## config.mk

```make
export PLATFORM = sky130hd
export DESIGN_NAME = kpm_host_mailbox
export DESIGN_NICKNAME = d
export VERILOG_FILES = /design/src/rtl/kpm_host_mailbox.v
export VERILOG_INCLUDE_DIRS = /design/src /design/src/include
export SDC_FILE = /design/constraint.sdc
export NUM_CORES = 1
export LEC_CHECK = 0
export ABC_AREA = 1
export BUFFER_PORTS_ARGS = -buffer_cell sky130_fd_sc_hd__buf_2
export CAP_MARGIN = 0
export CORE_MARGIN = 2
export CORE_UTILIZATION = 25
export CTS_BUF_LIST = sky130_fd_sc_hd__clkbuf_8
export DETAILED_ROUTE_END_ITERATION = 7
export GPL_TIMING_DRIVEN = 1
export PLACE_DENSITY = 0.37
export REMOVE_ABC_BUFFERS = 1
export SKIP_LAST_GASP = 1
export SLEW_MARGIN = 20
export SYNTH_ARGS = -nofsm -noshare
export SYNTH_HDL_FRONTEND = slang
export SYNTH_SLANG_ARGS = --single-unit
```

## constraint.sdc

```tcl
create_clock -name clk -period 14.7 [get_ports clk]
set_input_delay 3.675 -clock clk [delete_from_list [all_inputs] [get_ports clk]]
set_output_delay 3.675 -clock clk [all_outputs]
set_load 0.02 [all_outputs]
```

## src/include/kpm_map.vh

```
// register offsets, field positions and reset values of the host mailbox
`ifndef KPM_MAP_VH
`define KPM_MAP_VH

// firmware register offsets on the core port
`define KPM_OFF_IFACE_CTRL   4'h0
`define KPM_OFF_IRQ_CTRL     4'h1
`define KPM_OFF_KBD_STATUS   4'h2
`define KPM_OFF_KBD_DOUT     4'h3
`define KPM_OFF_MOUSE_DOUT   4'h4
`define KPM_OFF_KBD_DIN      4'h5
`define KPM_OFF_PM_STATUS    4'h6
`define KPM_OFF_PM_DOUT      4'h7
`define KPM_OFF_PM_DIN       4'h8

// host i/o addresses
`define KPM_HA_KBD_DATA      16'h0060
`define KPM_HA_PM_DATA       16'h0062
`define KPM_HA_KBD_CMD       16'h0064
`define KPM_HA_PM_CMD        16'h0066

// reset values
`define KPM_RST_IFACE_CTRL   8'h00
`define KPM_RST_IRQ_CTRL     8'h07
`define KPM_RST_STATUS       8'h00

// host_iface_control fields
`define KPM_CTL_KBD_HIE      0
`define KPM_CTL_MOUSE_HIE    1
`define KPM_CTL_KBD_OBE_CIE  2
`define KPM_CTL_KBD_IBF_CIE  3
`define KPM_CTL_PM_HIE       4
`define KPM_CTL_PM_OBE_CIE   5
`define KPM_CTL_PM_IBF_CIE   6
`define KPM_CTL_MASK         8'h7f

// host_irq_control fields
`define KPM_IRQ_MANUAL_LO    0
`define KPM_IRQ_MODE_LO      3
`define KPM_IRQ_MODE_HI      5
`define KPM_IRQ_INVERT       6
`define KPM_IRQ_PUSH_PULL    7

// channel status fields
`define KPM_ST_OBF           0
`define KPM_ST_IBF           1
`define KPM_ST_GP_FLAG       2
`define KPM_ST_ADDR_BIT      3
`define KPM_ST_FW_MASK       8'hf4

// pulse mode codes and widths in core clock cycles
`define KPM_MODE_LEVEL       3'h0
`define KPM_MODE_P1          3'h1
`define KPM_MODE_P2          3'h2
`define KPM_MODE_P4          3'h3
`define KPM_MODE_P8          3'h4
`define KPM_MODE_P16         3'h5
`define KPM_PULSE_W1         5'h01
`define KPM_PULSE_W2         5'h02
`define KPM_PULSE_W4         5'h04
`define KPM_PULSE_W8         5'h08
`define KPM_PULSE_W16        5'h10

`endif

```

## src/rtl/kpm_host_mailbox.v

```verilog
// keyboard and power management host mailbox with host irq drivers
`timescale 1ns/100ps
`default_nettype none
`include "kpm_map.vh"

module kpm_host_mailbox #(
	parameter HOST_AW = 16,
	parameter NUM_IRQ = 3
) (
	input wire clk,
	input wire rst,
	input wire [3:0] core_addr,
	input wire core_wr,
	input wire core_rd,
	input wire [7:0] core_wdata,
	output wire [7:0] core_rdata,
	output wire kbd_out_empty_irq,
	output wire kbd_in_full_irq,
	output wire pm_out_empty_irq,
	output wire pm_in_full_irq,
	input wire [HOST_AW-1:0] host_addr,
	input wire host_rd_n,
	input wire host_wr_n,
	input wire [7:0] host_data_in,
	output wire [7:0] host_data_out,
	output wire host_data_oe,
	input wire [NUM_IRQ-1:0] host_irq_in,
	output wire [NUM_IRQ-1:0] host_irq_out,
	output wire [NUM_IRQ-1:0] host_irq_oe
);

	// firmware registers
	reg [7:0] host_iface_control_r;
	reg [7:0] host_irq_control_r;
	reg [7:0] kbd_status_r;
	reg [7:0] pm_status_r;
	reg [7:0] kbd_in_buf_r;
	reg [7:0] kbd_out_buf_r;
	reg [7:0] pm_in_buf_r;
	reg [7:0] pm_out_buf_r;
	reg mouse_src_r;
	reg [7:0] core_rdata_r;

	// host pin synchronisers
	reg [HOST_AW-1:0] haddr_s1_r;
	reg [HOST_AW-1:0] haddr_s2_r;
	reg [7:0] hdata_s1_r;
	reg [7:0] hdata_s2_r;
	reg [1:0] hstb_s1_r;
	reg [1:0] hstb_s2_r;
	reg [NUM_IRQ-1:0] irq_s1_r;
	reg [NUM_IRQ-1:0] irq_s2_r;
	reg wr_act_d_r;
	reg rd_act_d_r;
	reg [HOST_AW-1:0] rd_addr_r;
	reg [7:0] host_data_out_r;
	reg host_data_oe_r;

	// decoded firmware accesses
	wire fw_wr_ctl = core_wr && (core_addr == `KPM_OFF_IFACE_CTRL);
	wire fw_wr_irq = core_wr && (core_addr == `KPM_OFF_IRQ_CTRL);
	wire fw_wr_kst = core_wr && (core_addr == `KPM_OFF_KBD_STATUS);
	wire fw_wr_pst = core_wr && (core_addr == `KPM_OFF_PM_STATUS);
	wire fw_wr_kdo = core_wr && (core_addr == `KPM_OFF_KBD_DOUT);
	wire fw_wr_mdo = core_wr && (core_addr == `KPM_OFF_MOUSE_DOUT);
	wire fw_wr_pdo = core_wr && (core_addr == `KPM_OFF_PM_DOUT);
	wire fw_rd_kdi = core_rd && (core_addr == `KPM_OFF_KBD_DIN);
	wire fw_rd_pdi = core_rd && (core_addr == `KPM_OFF_PM_DIN);

	// host strobe edges, seen after two flip-flops
	wire wr_act = ~hstb_s2_r[1];
	wire rd_act = ~hstb_s2_r[0];
	wire wr_start = wr_act && !wr_act_d_r;
	wire rd_end = rd_act_d_r && !rd_act;
	wire [HOST_AW-1:0] ha_kd = `KPM_HA_KBD_DATA;
	wire [HOST_AW-1:0] ha_kc = `KPM_HA_KBD_CMD;
	wire [HOST_AW-1:0] ha_pd = `KPM_HA_PM_DATA;
	wire [HOST_AW-1:0] ha_pc = `KPM_HA_PM_CMD;
	wire h_kbd_hit = (haddr_s2_r == ha_kd) || (haddr_s2_r == ha_kc);
	wire h_pm_hit = (haddr_s2_r == ha_pd) || (haddr_s2_r == ha_pc);
	wire h_wr_kbd = wr_start && h_kbd_hit;
	wire h_wr_pm = wr_start && h_pm_hit;
	wire h_rd_kdata = rd_end && (rd_addr_r == ha_kd);
	wire h_rd_pdata = rd_end && (rd_addr_r == ha_pd);

	// control fields
	wire [2:0] irq_mode = host_irq_control_r[`KPM_IRQ_MODE_HI:`KPM_IRQ_MODE_LO];
	wire irq_invert = host_irq_control_r[`KPM_IRQ_INVERT];
	wire irq_push_pull_enable = host_irq_control_r[`KPM_IRQ_PUSH_PULL];
	wire [NUM_IRQ-1:0] irq_manual = host_irq_control_r[`KPM_IRQ_MANUAL_LO +: NUM_IRQ];
	wire kbd_host_irq_enable = host_iface_control_r[`KPM_CTL_KBD_HIE];
	wire mouse_host_irq_enable = host_iface_control_r[`KPM_CTL_MOUSE_HIE];
	wire pm_host_irq_enable = host_iface_control_r[`KPM_CTL_PM_HIE];
	wire kbd_out_empty_core_ie = host_iface_control_r[`KPM_CTL_KBD_OBE_CIE];
	wire kbd_in_full_core_ie = host_iface_control_r[`KPM_CTL_KBD_IBF_CIE];
	wire pm_out_empty_core_ie = host_iface_control_r[`KPM_CTL_PM_OBE_CIE];
	wire pm_in_full_core_ie = host_iface_control_r[`KPM_CTL_PM_IBF_CIE];
	wire kbd_obf = kbd_status_r[`KPM_ST_OBF];
	wire kbd_ibf = kbd_status_r[`KPM_ST_IBF];
	wire pm_obf = pm_status_r[`KPM_ST_OBF];
	wire pm_ibf = pm_status_r[`KPM_ST_IBF];

	// per-line hardware enables, level sources and triggers
	wire [NUM_IRQ-1:0] hw_en = {pm_host_irq_enable, mouse_host_irq_enable, kbd_host_irq_enable};
	wire [NUM_IRQ-1:0] lvl_src = {pm_obf, kbd_obf & mouse_src_r, kbd_obf & ~mouse_src_r};
	wire [NUM_IRQ-1:0] trig = {fw_wr_pdo, fw_wr_mdo, fw_wr_kdo};

	// pulse width for the current mode, zero for level and reserved codes
	function [4:0] pulse_width;
		input [2:0] mode;
		begin
			case (mode)
				`KPM_MODE_P1: pulse_width = `KPM_PULSE_W1;
				`KPM_MODE_P2: pulse_width = `KPM_PULSE_W2;
				`KPM_MODE_P4: pulse_width = `KPM_PULSE_W4;
				`KPM_MODE_P8: pulse_width = `KPM_PULSE_W8;
				`KPM_MODE_P16: pulse_width = `KPM_PULSE_W16;
				default: pulse_width = 5'h00;
			endcase
		end
	endfunction

	wire pulse_mode = (irq_mode != `KPM_MODE_LEVEL);
	wire [4:0] cur_width = pulse_width(irq_mode);

	// host pins pass two flip-flops before any use
	// the strobes reset to their released level, so that no false
	// host access is seen in the first cycles after reset.
	// the irq readback flops reset to the pulled-up level, which is
	// what the pins show while the reset control byte holds every
	// line released; otherwise an early firmware read of the manual
	// bits would report low lines that are in fact high.
	// address and data need no special value, they are only used
	// while a synced strobe is active.
	// a host that changes address and strobe together may see one
	// cycle of mixed address bits; the host must set the address
	// some cycles ahead of the strobe.
	always @(posedge clk or posedge rst) begin
		if (rst) begin
			haddr_s1_r <= {HOST_AW{1'b0}};
			haddr_s2_r <= {HOST_AW{1'b0}};
			hdata_s1_r <= 8'h00;
			hdata_s2_r <= 8'h00;
			hstb_s1_r <= 2'h3;
			hstb_s2_r <= 2'h3;
			irq_s1_r <= {NUM_IRQ{1'b1}}; // released lines read high
			irq_s2_r <= {NUM_IRQ{1'b1}};
		end else begin
			haddr_s1_r <= host_addr;
			haddr_s2_r <= haddr_s1_r;
			hdata_s1_r <= host_data_in;
			hdata_s2_r <= hdata_s1_r;
			hstb_s1_r <= {host_wr_n, host_rd_n};
			hstb_s2_r <= hstb_s1_r;
			irq_s1_r <= host_irq_in;
			irq_s2_r <= irq_s1_r;
		end
	end

	// strobe history and host read address hold
	always @(posedge clk or posedge rst) begin
		if (rst) begin
			wr_act_d_r <= 1'b0;
			rd_act_d_r <= 1'b0;
			rd_addr_r <= {HOST_AW{1'b0}};
		end else begin
			wr_act_d_r <= wr_act;
			rd_act_d_r <= rd_act;
			if (rd_act) begin
				rd_addr_r <= haddr_s2_r;
			end
		end
	end

	// host read data mux, registered onto the data pins
	always @(posedge clk or posedge rst) begin
		if (rst) begin
			host_data_out_r <= 8'h00;
			host_data_oe_r <= 1'b0;
		end else begin
			host_data_oe_r <= rd_act && (h_kbd_hit || h_pm_hit);
			if (haddr_s2_r == ha_kd) begin
				host_data_out_r <= kbd_out_buf_r;
			end else if (haddr_s2_r == ha_kc) begin
				host_data_out_r <= kbd_status_r;
			end else if (haddr_s2_r == ha_pd) begin
				host_data_out_r <= pm_out_buf_r;
			end else if (haddr_s2_r == ha_pc) begin
				host_data_out_r <= pm_status_r;
			end else begin
				host_data_out_r <= 8'h00;
			end
		end
	end

	// firmware control registers
	always @(posedge clk or posedge rst) begin
		if (rst) begin
			host_iface_control_r <= `KPM_RST_IFACE_CTRL;
			host_irq_control_r <= `KPM_RST_IRQ_CTRL;
		end else begin
			if (fw_wr_ctl) begin
				host_iface_control_r <= core_wdata & `KPM_CTL_MASK;
			end
			if (fw_wr_irq) begin
				host_irq_control_r <= core_wdata;
			end
		end
	end

	// keyboard channel buffers and status
	always @(posedge clk or posedge rst) begin
		if (rst) begin
			kbd_status_r <= `KPM_RST_STATUS;
			kbd_in_buf_r <= 8'h00;
			kbd_out_buf_r <= 8'h00;
			mouse_src_r <= 1'b0;
		end else begin
			if (fw_wr_kst) begin
				// only the firmware flags take the write
				kbd_status_r[7:4] <= core_wdata[7:4];
				kbd_status_r[`KPM_ST_GP_FLAG] <= core_wdata[`KPM_ST_GP_FLAG];
			end
			if (fw_wr_kdo || fw_wr_mdo) begin
				kbd_out_buf_r <= core_wdata;
				mouse_src_r <= fw_wr_mdo;
				kbd_status_r[`KPM_ST_OBF] <= 1'b1;
			end else if (h_rd_kdata) begin
				kbd_status_r[`KPM_ST_OBF] <= 1'b0;
			end
			if (h_wr_kbd) begin
				kbd_in_buf_r <= hdata_s2_r;
				kbd_status_r[`KPM_ST_IBF] <= 1'b1;
				kbd_status_r[`KPM_ST_ADDR_BIT] <= haddr_s2_r[2];
			end else if (fw_rd_kdi) begin
				kbd_status_r[`KPM_ST_IBF] <= 1'b0;
			end
		end
	end

	// pm channel buffers and status
	always @(posedge clk or posedge rst) begin
		if (rst) begin
			pm_status_r <= `KPM_RST_STATUS;
			pm_in_buf_r <= 8'h00;
			pm_out_buf_r <= 8'h00;
		end else begin
			if (fw_wr_pst) begin
				pm_status_r[7:4] <= core_wdata[7:4];
				pm_status_r[`KPM_ST_GP_FLAG] <= core_wdata[`KPM_ST_GP_FLAG];
			end
			if (fw_wr_pdo) begin
				pm_out_buf_r <= core_wdata;
				pm_status_r[`KPM_ST_OBF] <= 1'b1;
			end else if (h_rd_pdata) begin
				pm_status_r[`KPM_ST_OBF] <= 1'b0;
			end
			if (h_wr_pm) begin
				pm_in_buf_r <= hdata_s2_r;
				pm_status_r[`KPM_ST_IBF] <= 1'b1;
				pm_status_r[`KPM_ST_ADDR_BIT] <= haddr_s2_r[2];
			end else if (fw_rd_pdi) begin
				pm_status_r[`KPM_ST_IBF] <= 1'b0;
			end
		end
	end

	// firmware read data, valid the cycle after core_rd
	always @(posedge clk or posedge rst) begin
		if (rst) begin
			core_rdata_r <= 8'h00;
		end else if (core_rd) begin
			case (core_addr)
				`KPM_OFF_IFACE_CTRL: core_rdata_r <= host_iface_control_r;
				// manual bits read back the synced pin level
				`KPM_OFF_IRQ_CTRL: core_rdata_r <= {host_irq_control_r[7:NUM_IRQ], irq_s2_r};
				`KPM_OFF_KBD_STATUS: core_rdata_r <= kbd_status_r;
				`KPM_OFF_KBD_DIN: core_rdata_r <= kbd_in_buf_r;
				`KPM_OFF_PM_STATUS: core_rdata_r <= pm_status_r;
				`KPM_OFF_PM_DIN: core_rdata_r <= pm_in_buf_r;
				default: core_rdata_r <= 8'h00;
			endcase
		end
	end

	// core interrupts follow the buffer flags, gated by their enables
	assign kbd_out_empty_irq = kbd_out_empty_core_ie & ~kbd_obf;
	assign kbd_in_full_irq = kbd_in_full_core_ie & kbd_ibf;
	assign pm_out_empty_irq = pm_out_empty_core_ie & ~pm_obf;
	assign pm_in_full_irq = pm_in_full_core_ie & pm_ibf;

	// one pulse counter and pin driver per host irq line
	genvar gi;
	generate
		for (gi = 0; gi < NUM_IRQ; gi = gi + 1) begin : g_irq
			reg [4:0] pulse_cnt_r;
			reg [4:0] pulse_cnt_nxt;
			reg line_lvl;

			// counter loads on the write, so the pulse starts one cycle later
			always @* begin
				pulse_cnt_nxt = pulse_cnt_r;
				if (trig[gi] && hw_en[gi] && pulse_mode) begin
					pulse_cnt_nxt = cur_width;
				end else if (pulse_cnt_r != 5'h00) begin
					pulse_cnt_nxt = pulse_cnt_r - 5'h01;
				end
			end

			always @(posedge clk or posedge rst) begin
				if (rst) begin
					pulse_cnt_r <= 5'h00;
				end else begin
					pulse_cnt_r <= pulse_cnt_nxt;
				end
			end

			// logic level before the pin driver
			always @* begin
				line_lvl = irq_manual[gi];
				if (!hw_en[gi]) begin
					line_lvl = irq_manual[gi];
				end else if (!pulse_mode) begin
					line_lvl = lvl_src[gi] ^ irq_invert;
				end else begin
					line_lvl = (pulse_cnt_r == 5'h00) ^ irq_invert;
				end
			end

			// open drain drives only low, push pull drives both levels
			assign host_irq_out[gi] = line_lvl;
			assign host_irq_oe[gi] = irq_push_pull_enable | ~line_lvl;
		end
	endgenerate

	assign core_rdata = core_rdata_r;
	assign host_data_out = host_data_out_r;
	assign host_data_oe = host_data_oe_r;

endmodule // kpm_host_mailbox

`default_nettype wire

```

Yosys cells after proc, flatten, opt, wreduce, memory -nomap -nowiden

Index checks and enable logic that the tools add are counted.

Flip-flop bits (word level): 172
Latch bits: 0
Bits in writable memories: 0
ROM bits: 0
Input port bits: 45
Output and inout port bits: 27
Word-level logic and storage cells: 145
Memories: 0

Add/sub/neg operators: 3
Multiply operators: 0
Divide/modulo/power cells: 0
Magnitude comparators: 0
Equality and inequality tests: 19
Shifts and indexed selects: 0
Multiplexer cells: 26
Bitwise logic cells: 23
Reduce and logical (&&, ||, !) cells: 42

Operators with widths:

| cell                  | number |
|---|---|
| $eq A16 B7 Y1 const B | 6 |
| $pmux W8 S6           | 1 |
| $mux W8               | 4 |
| $mux W5               | 6 |
| $pmux W5 S5           | 1 |
| $logic_and A1 B1 Y1   | 22 |
| $eq A4 B3 Y1 const B  | 4 |
| $logic_not A5 Y1      | 3 |
| $reduce_bool A5 Y1    | 3 |
| $sub A5 B1 Y5 const B | 3 |
| $mux W1               | 14 |
| $reduce_bool A2 Y1    | 7 |
| $eq A4 B2 Y1 const B  | 2 |
| $not A1 Y1            | 8 |
| $and A1 B1 Y1         | 6 |
| $eq A3 B2 Y1 const B  | 2 |
| $eq A3 B3 Y1 const B  | 2 |
| $xor A1 B1 Y1         | 6 |
| $eq A4 B1 Y1 const B  | 1 |
| $eq A4 B4 Y1 const B  | 1 |
| $logic_not A4 Y1      | 1 |
| $logic_or A1 B1 Y1    | 4 |
| $eq A3 B1 Y1 const B  | 1 |
| $or A1 B1 Y1          | 3 |
| 2 further kinds       | 2 |

Longest topological paths before layout

Gate-level depths: netlist (run 1).

Depth in word-level cells: 7
Depth in mapped cells: 11
Depth with buffers taken out: 10

Least setup slack after synthesis (run 1)

OpenSTA, ideal clock, no wires.

Kind: register to output
Start: register g_irq[0].pulse_cnt_r[0]
End: output host_irq_out[0]
Arrival: 1,332 ps
Required time: 11,025 ps
Path slack: 9,693 ps
Cell stages (with the launch flop): 10
Path buffers: 1
Cell sequence: dfrtp_1 inv_1 ha_1 nand2_1 o21ai_0 nand2_1 nand2_1 nand3_1 and2_1 buf_4

Word-level cells in the longest chain between the ends: 4

RTL lines:

| what                   | line                   | source |
|---|---|---|
| from (decl)            | kpm_host_mailbox.v:296 | `reg [4:0] pulse_cnt_r;` |
| from (signal assigned) | kpm_host_mailbox.v:314 | `pulse_cnt_r <= pulse_cnt_nxt;` |
| $logic_not A5 Y1       | kpm_host_mailbox.v:326 | `line_lvl = (pulse_cnt_r == 5'h00) ^ irq_invert;` |
| $xor A1 B1 Y1          | kpm_host_mailbox.v:326 |  |
| $mux W1                | kpm_host_mailbox.v:323 | `end else if (!pulse_mode) begin` |
| $mux W1                | kpm_host_mailbox.v:321 | `if (!hw_en[gi]) begin` |
| to (decl)              | kpm_host_mailbox.v:28  | `output wire [NUM_IRQ-1:0] host_irq_out,` |

No other way between the ends.

Worst setup path in the final report (run 1)

Same ends and word-level chain as after synthesis.

==> results of run 1 <==
-- logic make-up (layout without fill, tap and decap cells) --
logic type	count (synthesis)	after routing	synth area share [%]
simple gates	440	440	26.30
xor+xnor	3	3	0.3646
flops	172	172	59.94
buf+inv	108	190	6.145
compound gates	93	93	6.735
fa+ha+maj	3	3	0.5208
-- power by group through the flow --
| stage | Combinational [uW] | Clock (uW) | Sequential [uW] |
|---|---|---|---|
| floorplan | 162 | 0 | 569 |
| global placement | 215 | 0 | 581 |
| detailed placement | 217 | 0 | 580 |
| CTS | 218 | 381 | 572 |
| global route | 255 | 398 | 579 |
| finish | 213 | 363 | 571 |
-- worst reg2reg max path, cell delays in order, from the launching register on --
cell	delay (ns)
dfrtp_1	0.41
nor2_1	0.10
nand3_1	0.15
nor2_4	0.51
nand3_4	0.36
a21oi_4	0.39
nand2_1	0.09
nand2_1	0.06
-- worst paths after layout --
path                                    end                    start  slack, ns  depth (start not counted)
setup / recovery            host_irq_out[0]  g_irq[0].pulse_cnt_r[0]       8.98                          9
setup reg to reg            kbd_status_r[3]            haddr_s2_r[9]      12.55                          7
min in group asynchronous     hdata_s1_r[0]                      rst       3.40                          2
hold / removal               haddr_s2_r[13]           haddr_s1_r[13]       0.35                          0
hold reg to reg              haddr_s2_r[13]           haddr_s1_r[13]       0.35                          0
max in group asynchronous  host_data_out[4]                      rst       9.81                          3
-- metrics by stage --
stage | worst slack [ns] | utilization [%] | instances | total power [uW]
2_1_floorplan | 6.386 | - | 797 | 731.4
3_3_place_gp | 9.149 | 27.81 | 1253 | 795.5
3_5_place_dp | 9.181 | 27.81 | 1253 | 797.9
4_1_cts | 8.915 | 29.36 | 1285 | 1171
5_1_grt | 8.743 | 29.36 | 1285 | 1231
6_report | 8.981 | 29.36 | 1285 | 1147
-- cell usage in the layout (no fill, tap or decap), drive strengths merged, types with 9 or more instances in the layout --
cell	n
dfrtp	159
o21ai	89
nand2	299
nand3	36
dfstp	13
clkbuf	17
nand4	20
nor2	70
inv	92
clkinv	9
nor3	10
buf	72
-- cell type report --
class	instances	area [sq um]	area share [%]
well taps	384	480.5	5.732
repair buffers	72	362.8	4.329
multi-input cells	539	2445	29.17
flip-flops and latches	172	4320	51.54
clock buffers	17	234.0	2.791
inverters	86	330.3	3.941
clock inverters	15	209.0	2.493
-- metal layers --
| metal | vias to the layer above | global-route usage, % | wire length (um) |
|---|---|---|---|
| li1 | 2716 | - | - |
| met2 | 77 | 20.40 | 8498 |
| met5 | - | 0 | 0 |
| met4 | 0 | 4.202 | 199 |
| met3 | 14 | 2.303 | 566 |
| met1 | 2435 | 17.84 | 9075 |
-- state kept, by name (all words and copies together), names as in the netlist, 2 cells and up --
| register | flops |
|---|---|
| pm_out_buf_r | 8 |
| hdata_s1_r | 8 |
| kbd_status_r | 8 |
| irq_s1_r | 3 |
| host_data_out | 8 |
| g_irq.pulse_cnt_r | 15 |
| pm_in_buf_r | 8 |
| rd_addr_r | 16 |
| core_rdata | 8 |
| pm_status_r | 8 |
| hstb_s2_r | 2 |
| hstb_s1_r | 2 |
| host_iface_control_r | 7 |
| irq_s2_r | 3 |
| haddr_s2_r | 16 |
| kbd_in_buf_r | 8 |
| kbd_out_buf_r | 8 |
| host_irq_control_r | 8 |
| hdata_s2_r | 8 |
| haddr_s1_r | 16 |
==> metrics.txt, run 1 <==
num rows=62; hold slack final=0.3518 ns; Post-CTS Resized=0; Root Driver=clkbuf_8; CP max stage cell=dfrtp_1; vias in the first global route=5330; CP Launch Type=register; I/O pin cnt=72; share of layout cells above drive strength 1=17.43%; dpl hpwl=12790 um; Clock power frac=31.6%; final slew viol count=0; Comb pwr share=18.6%; switching portion of total power=34.84%; wirelength, routed=18340 um; largest net degree at the start of global routing=109; vias=5242; Commonest cells post-synth=nand2_1 (293), dfrtp_1 (159), inv_1 (71), nor2_1 (58), o21ai_1 (45); EDFF count, synth=0; Psw=399.6 uW; slew margin rel.=34.73%; Reg clk slew, reported paths=0.12 ns; GRT Resource Usage Total=12.88%; GPL Wtd Cong=0.7700; Post-Syn Area=7208 sq um; clk_lat worst skew=0.49 ns; Final TNS setup=0 ns; Internal Power=747.5 uW; Critical Path Fanout Max=3; Fillers=3097; Core Box Area=28550 sq um; Tightest Pin Transition=0.9791 ns; GRT overflow=0; Nets=936; most frequent CP cell=nand2_1; Synth area leaders=dfrtp_1 (55%), nand2_1 (15%), dfstp_2 (4.7%); Post-route DRC=0; Finished Cell Area=8382 sq um; Vias/cell=4.079; Final setup viols=0; post-synthesis async set-or-reset flop share=100.0%; WL/cell=14.27 um; area fraction of the dominant cell type after synthesis=55.20%; Gate Count Post-Synth=819; Clock Skew=0.02382 ns; post-route ant nets=0; Starting Density=25.25%; DR pass1 iterations=8; Seq/Total Area, Yosys=59.94%; slowest stage delay, CP=0.40 ns; Num CTS Buffers=17; final hold violation count=0; RSZ-0062 raised after global routing=false; WP buf/inv=2; crit-path cells=inv_1 -> ha_1 -> nand2_1 -> o21ai_0 -> nand2_1 -> nand2_1 -> nand3_1 -> and2_1 -> buf_2; CP top delay family=simple AND/OR/NAND/NOR gates; worst hold path type=reg2reg; CP Data Arrival Time=2.04 ns; Hold Buf Count CTS=0; Yosys warning count=0; Synth area leader=dfrtp_1; Fmax achieved=0.1749 GHz; run status=completed; syn_area_per_cell=8.801 sq um; min cycle time layout=5.719 ns; Antenna Cells=0; crit path capture type=output pin; starting DRC count in detailed routing=313; WS Path Type=reg2out; fin crit share=38.90%; Setup Buffers After CTS=0; Yosys reg bits=172; # H-tree levels=4; Die Ht=173.8 um; Clock Path Buffers=2; die area=30210 sq um; die width=173.8 um; area grow syn2layout=16.28%; critical path required time=11.02 ns; number of port buffers=71; sequential share of power=49.8%; CTS tree=yes; global-route wire length before repair=29920 um; Worst VDD drop=57.99 uV; Main synth FF type=dfrtp_1; P_leak=0.004232 uW; pwr dens=136.9 nW/um^2; antenna violations before repair=0; post-synthesis cell type count=34; total clock sinks=172; max cap viols=0; most common cell in the synthesized netlist=nand2_1; placed cell areas=7939 sq um
Note: power is estimated with default switching activity, not from simulation.
==> inputs of run 2 (changes only) <==
--- a/config.mk
+++ b/config.mk
@@ -6,7 +6,7 @@
 export SDC_FILE = /design/constraint.sdc
 export NUM_CORES = 1
 export LEC_CHECK = 0
-export ABC_AREA = 1
+export ABC_AREA = 0
 export BUFFER_PORTS_ARGS = -buffer_cell sky130_fd_sc_hd__buf_2
 export CAP_MARGIN = 0
 export CORE_MARGIN = 2
==> constraint.sdc (replaced) <==
create_clock -name clk -period 5.7 [get_ports clk]
set_input_delay 1.425 -clock clk [delete_from_list [all_inputs] [get_ports clk]]
set_output_delay 1.425 -clock clk [all_outputs]
set_load 0.02 [all_outputs]
==> run 2 against run 1 <==
Compared with the run above: largest power group unchanged; die area decreased by 2.2%; utilization about the same; first-iteration DRC count decreased by 33%; sequential power increased to 2.7 times the previous value; largest cell class unchanged.
==> metrics.txt, run 2 <==
run status=completed; critical path required time=4.28 ns (-6.74 ns); Comb pwr share=18.2% (-0.4 points); Worst VDD drop=112.6 uV (+94%); Final setup viols=0 (unchanged); hold path cells=0 (unchanged); P_leak=0.003545 uW (-16%); leading cell types in the layout, fill and taps excluded=dfrtp_1 (159), buf_2 (71), mux2_2 (68); post-route ant nets=0 (unchanged); post-synthesis async set-or-reset flop share=100.0% (unchanged); Reg clk slew, reported paths=0.11 ns (about the same); Die Ht=171.8 um (-1.1%); most common cell in the synthesized netlist=dfrtp_1; Critical Path Fanout Max=6 (+3); Tightest Pin Transition=0.9372 ns (-0.04188 ns); fin cells=974 (-24%); commonest non-fill, non-tap cell in the layout=dfrtp_1; Hold Buf Count CTS=0 (unchanged); share of layout cells above drive strength 1=36.41% (+19 points); Gate Count Post-Synth=518 (-37%); Clock Path Buffers=2 (unchanged); GPL Wtd Cong=0.7580 (-1.6%); reg-to-reg critical path endpoint=kbd_in_buf_r[0]; worst hold path type=reg2reg; switching portion of total power=32.20% (-2.6 points); Psw=947.9 uW (+140%); sink of the worst hold path=haddr_s2_r[12]; DR pass1 iterations=4 (-4); Seq/Total Area, Yosys=61.34% (+1.4 points); # H-tree levels=4 (unchanged); Finished Cell Area=8169 sq um (-2.5%); Core Box Area=27780 sq um (-2.7%); Vias/cell=4.450 (+9.1%); fin crit share=70.80%; area fraction of the dominant cell type after synthesis=56.49% (+1.3 points); Post-route DRC=0 (unchanged); placed cells=942 (-25%); die area=29530 sq um (-2.2%); number of port buffers=71 (unchanged); Antenna Cells=0 (unchanged); min cycle time layout=4.036 ns; CP Data Arrival Time=2.61 ns (+0.57 ns); WS Path Type=reg2out; Nets=631 (-33%); Root Driver=clkbuf_8; Setup Buffers After CTS=0 (unchanged); vias in the first global route=4618 (-13%); area grow syn2layout=15.99%; CTS tree=yes; slew margin rel.=37.52% (+2.8 points); I/O pin cnt=72 (unchanged); total clock sinks=172 (unchanged); Fillers=2897 (-6.5%); Starting Density=25.35% (+0.10 points); Main synth FF type=dfrtp_1; Critical R2R Launch=haddr_s2_r[7]; GRT overflow=0 (unchanged); Top Registers=haddr_s1_r: 16 flops, haddr_s2_r: 16 flops, rd_addr_r: 16 flops; die width=171.8 um (-1.1%); Yosys warning count=0 (unchanged); pwr dens=360.4 nW/um^2 (+160%); RSZ-0062 raised after global routing=false; R2R depth=4 (-3); wirelength, routed=17740 um (-3.2%); clk_lat worst skew=0.46 ns (-0.03 ns); Clock Skew=0.01863 ns (-0.005190 ns); CP Launch Type=register; Commonest cells post-synth=dfrtp_1 (159), mux2_2 (68), inv_1 (21), a21oi_1 (20), nand3b_1 (18); Synth area leaders=dfrtp_1 (56%), mux2_2 (11%), dfstp_2 (4.8%); EDFF count, synth=0 (unchanged); HP Start=haddr_s1_r[12]; Internal Power=1996 uW (+170%); vias=4334 (-17%); final hold violation count=0 (unchanged); max cap viols=0 (unchanged); syn_area_per_cell=13.60 sq um (+54%); Post-Syn Area=7043 sq um (-2.3%); Num CTS Buffers=17 (unchanged); Clock power frac=29.3% (-2.3 points); post-synthesis cell type count=52 (+53%); starting DRC count in detailed routing=211 (-33%); Post-CTS Resized=0 (unchanged); register-to-register setup slack=2.80 ns (-9.75 ns); placed cell areas=7769 sq um (-2.1%); largest net degree at the start of global routing=103 (-5.5%); sequential share of power=52.5% (+2.7 points); antenna violations before repair=1 (+1); dpl hpwl=12430 um (-2.8%); Synth area leader=dfrtp_1; Yosys reg bits=172 (unchanged); GRT Resource Usage Total=12.65% (-0.23 points); global-route wire length before repair=27810 um (-7.0%); num rows=61 (-1.6%); crit path capture type=output pin; Final TNS setup=0 ns (unchanged); WL/cell=18.22 um (+28%); Fmax achieved=0.2478 GHz; final slew viol count=0 (unchanged)
==> run 2: how the worst max path moves through the flow <==
| stage | to | start |
|---|---|---|
| 2_1_floorplan | core_rdata[0] | rst |
| 3_3_place_gp | host_irq_oe[0] | g_irq[0].pulse_cnt_r[0] |
| 3_5_place_dp | host_irq_oe[0] | host_irq_control_r[4] |
| 4_1_cts | host_irq_oe[0] | host_irq_control_r[4] |
| 5_1_grt | host_irq_oe[0] | host_irq_control_r[4] |
| 6_report | host_irq_oe[0] | g_irq[0].pulse_cnt_r[0] |
==> run 2: kinds of logic (layout without fill, tap and decap cells) <==
logic type | Yosys count | after routing | synth area share (%)
adders and majority gates | 3 | 3 | 0.5330
DFF | 172 | 172 | 61.34
muxes | 85 | 85 | 15.35
xor gates and xnor gates | 7 | 7 | 0.8705
AOI/OAI and AO/OA | 86 | 86 | 8.510
and+or+nand+nor | 116 | 116 | 10.43
buffers and inverters | 49 | 127 | 2.967
==> run 2: worst max-delay path: stages (launching register included) <==
cell,delay (ns)
dfrtp_1,0.43
inv_1,0.07
ha_1,0.19
nor4b_2,0.56
nand2_1,0.18
a211o_1,0.31
a31o_2,0.25
buf_2,0.16
==> run 2: cell type report <==
cell class | count | area [sq um] | area share, %
clock buffer | 17 | 234.0 | 2.864
clock inverter | 15 | 166.4 | 2.037
inverter | 21 | 83.83 | 1.026
multi-input combinational | 297 | 2514 | 30.77
sequential | 172 | 4320 | 52.89
tap | 378 | 473.0 | 5.790
timing repair buffer | 74 | 377.9 | 4.626
==> run 2: power groups by stage <==
stage          clock network [uW]  registers, uW  logic, uW
6_report                      862           1550        536
5_1_grt                       946           1570        597
4_1_cts                       901           1550        546
3_5_place_dp                    0           1570        543
3_3_place_gp                    0           1570        528
2_1_floorplan                   0           1510        408
==> run 2: per-stage QoR <==
step                utilization, %  setup WS (ns)  hold slack [ns]  total power [uW]
finish                       29.40          1.664           0.3540              2944
global placement             27.96          2.204           0.3357              2097
CTS                          29.40          1.621           0.3551              2996
detailed placement           27.96          2.156           0.3347              2116
floorplan                        -        -0.3636           0.3312              1919
global route                 29.40          1.421           0.3614              3116
==> run 2: layer usage <==
layer / up-vias / GRT usage (%) / share of wire [%] / wire [um]
met4: 2 / 3.398 / 1.3 / 231
met2: 76 / 20.59 / 48 / 8512
li1: 2000 / - / - / -
met5: - / 0 / 0.073 / 13
met3: 16 / 2.462 / 2.9 / 507
met1: 2240 / 17.25 / 48 / 8478
==> inputs of run 3 (changes only) <==
==> constraint.sdc (replaced) <==
create_clock -name clk -period 3.9 [get_ports clk]
set_input_delay 0.975 -clock clk [delete_from_list [all_inputs] [get_ports clk]]
set_output_delay 0.975 -clock clk [all_outputs]
set_load 0.02 [all_outputs]
==> run 3 against run 2 <==
Compared with the run above: critical path depth fell by 2; sequential share of layout area decreased by 0.34 points; utilization rose by 0.19 points; design area is 0.64% higher; wire length up 1.1%; hold slack gained 0.0012 ns; final cell count is 0.72% higher; die area unchanged; highest routed layer is now met4; clock-buffer cell count unchanged; combinational power grew 50%; via count increased by 1.2%; clock power increased by 46%.
==> metrics.txt, run 3 (synthesized netlist as in run 2, its figures left out) <==
run status=completed; vias in the first global route=4612 (-0.13%); R2R depth=4 (unchanged); met3 wire len=556 um (+9.7%); largest net degree at the start of global routing=61 (-41%); Top Registers=haddr_s1_r: 16 flops, haddr_s2_r: 16 flops, rd_addr_r: 16 flops; final hold violation count=0 (unchanged); switching portion of total power=32.49% (+0.29 points); I/O pin cnt=72 (unchanged); commonest non-fill, non-tap cell in the layout=dfrtp_1; Post-CTS Resized=0 (unchanged); Final setup viols=0 (unchanged); DR pass1 iterations=4 (unchanged); Core Box Area=27780 sq um (unchanged); register-to-register setup slack=1.32 ns (-1.48 ns); WL/cell=18.28 um (+0.33%); Fmax achieved=0.2802 GHz; min cycle time layout=3.568 ns; final core utilization=29.59% (+0.19 points); sequential share of power=52.3% (-0.2 points); worst hold path type=reg2reg; placed cells=949 (+0.74%); Critical R2R Launch=haddr_s2_r[7]; Setup crit end=host_irq_oe[0]; fin crit share=91.49%; CTS tree=yes; num rows=61 (unchanged); Hold Buf Count CTS=0 (unchanged); Clock Skew=0.01175 ns (-0.006882 ns); post-route ant nets=0 (unchanged); global-route wire length before repair=27560 um (-0.92%); CP Launch Type=register; crit-path cells=nor4b_1 -> nand2b_1 -> a211o_1 -> a31o_2 -> buf_2; Worst VDD drop=159.5 uV (+42%); RSZ-0062 raised after global routing=false; die width=171.8 um (unchanged); # H-tree levels=4 (unchanged); dpl hpwl=13000 um (+4.6%); Psw=1406 uW (+48%); top routing layer used=met4; Setup Buffers After CTS=0 (unchanged); WS Path Type=reg2out; GRT overflow=0 (unchanged); die area=29530 sq um (unchanged); Internal Power=2922 uW (+46%); Num CTS Buffers=17 (unchanged); reg-to-reg critical path endpoint=kbd_in_buf_r[1]; crit path capture type=output pin; Nets=638 (+1.1%); total clock sinks=172 (unchanged); Starting Density=25.35% (unchanged); GRT Resource Usage Total=12.76% (+0.11 points); CP Data Arrival Time=2.59 ns (-0.02 ns); Vias/cell=4.469 (+0.43%); slew margin rel.=37.47% (-0.050 points); Die Ht=171.8 um (unchanged); wirelength, routed=17930 um (+1.1%); Clock Path Buffers=2 (unchanged); Reg clk slew, reported paths=0.11 ns (about the same); Fillers=2882 (-0.52%); Finished Cell Area=8222 sq um (+0.64%); met2 wire length=8463 um (-0.58%); Tightest Pin Transition=0.9355 ns (-0.001697 ns); placed cell areas=7821 sq um (+0.68%); starting DRC count in detailed routing=264 (+25%); met1 wire length=8569 um (+1.1%); leading cell types in the layout, fill and taps excluded=dfrtp_1 (159), buf_2 (71), mux2_2 (68); area grow syn2layout=16.73%; number of port buffers=71 (unchanged); Critical Path Fanout Max=14 (+8); critical path launch point=host_irq_control_r[4]; CP max stage cell=nor4b_1; share of layout cells above drive strength 1=37.15% (+0.74 points); pwr dens=526.5 nW/um^2 (+46%); final slew viol count=0 (unchanged); GPL Wtd Cong=0.7750 (+2.2%); Comb pwr share=18.6% (+0.4 points); max cap viols=0 (unchanged); clk_lat worst skew=0.47 ns (about the same); fin cells=981 (+0.72%); antenna violations before repair=0 (-1); Post-route DRC=0 (unchanged); slowest stage delay, CP=0.69 ns (+0.13 ns); Root Driver=clkbuf_8; P_leak=0.003580 uW (+0.97%); critical path required time=2.92 ns (-1.36 ns); Clock power frac=29.1% (-0.2 points); Antenna Cells=0 (unchanged); vias=4384 (+1.2%)
## run 3: cell types whose count changed in the layout (fill, tap and decap cells not counted), sizes merged
| cell | change |
|---|---|
| buf | +7 |
| clkinv | -1 |
| inv | +1 |
## run 3: layout make-up
cell class | count | area, sq um | area share, %
well taps | 378 | 473.0 | 5.753
multi-input cells | 297 | 2514 | 30.57
repair buffers | 81 | 430.4 | 5.235
flip-flops and latches | 172 | 4320 | 52.55
inverters | 21 | 83.83 | 1.020
clock inverters | 15 | 166.4 | 2.024
clock buffers | 17 | 234.0 | 2.846
## run 3: how the worst min path moves through the flow
stage / start / to / slack (ns) / cells past startpoint
2_1_floorplan: haddr_s1_r[0] / haddr_s2_r[0] / 0.33 / 0
4_1_cts: haddr_s1_r[14] / haddr_s2_r[14] / 0.36 / 0
3_3_place_gp: hdata_s1_r[3] / hdata_s2_r[3] / 0.33 / 0
3_5_place_dp: haddr_s1_r[11] / haddr_s2_r[11] / 0.33 / 0
6_report: haddr_s1_r[12] / haddr_s2_r[12] / 0.36 / 0
5_1_grt: haddr_s1_r[10] / haddr_s2_r[10] / 0.36 / 0
## run 3: power groups by stage
stage / Clock, uW / Sequential [uW] / Combinational (uW)
after floorplan: 0 / 2210 / 596
after global placement: 0 / 2290 / 797
after detailed placement: 0 / 2300 / 806
after CTS: 1320 / 2270 / 813
after global routing: 1400 / 2290 / 886
final: 1260 / 2260 / 803
## run 3: critical path: cells and delay by family (launching register included)
family,cells,cell delay (ns)
AND/OR/NAND/NOR,2,0.81
flip-flops,1,0.58
AO/OA/AOI/OAI,2,0.59
buffers and inverters,1,0.15
## run 3: stage by stage
stage / setup TNS, ns / hold WS [ns] / setup slack (ns) / total power, uW
detailed placement: 0 / 0.3347 / 0.8941 / 3108
global route: 0 / 0.3639 / 0.09344 / 4582
floorplan: -278.04 / 0.3312 / -1.714 / 2804
CTS: 0 / 0.3580 / 0.3402 / 4400
global placement: 0 / 0.3349 / 0.9359 / 3087
finish: 0 / 0.3552 / 0.3317 / 4329
## run 3: metal layers
layer  vias up  track usage, %
met5         -               0
met4         0           4.677
met3        20           2.853
met2        82           19.96
met1      2266           17.34
li1       2016               -
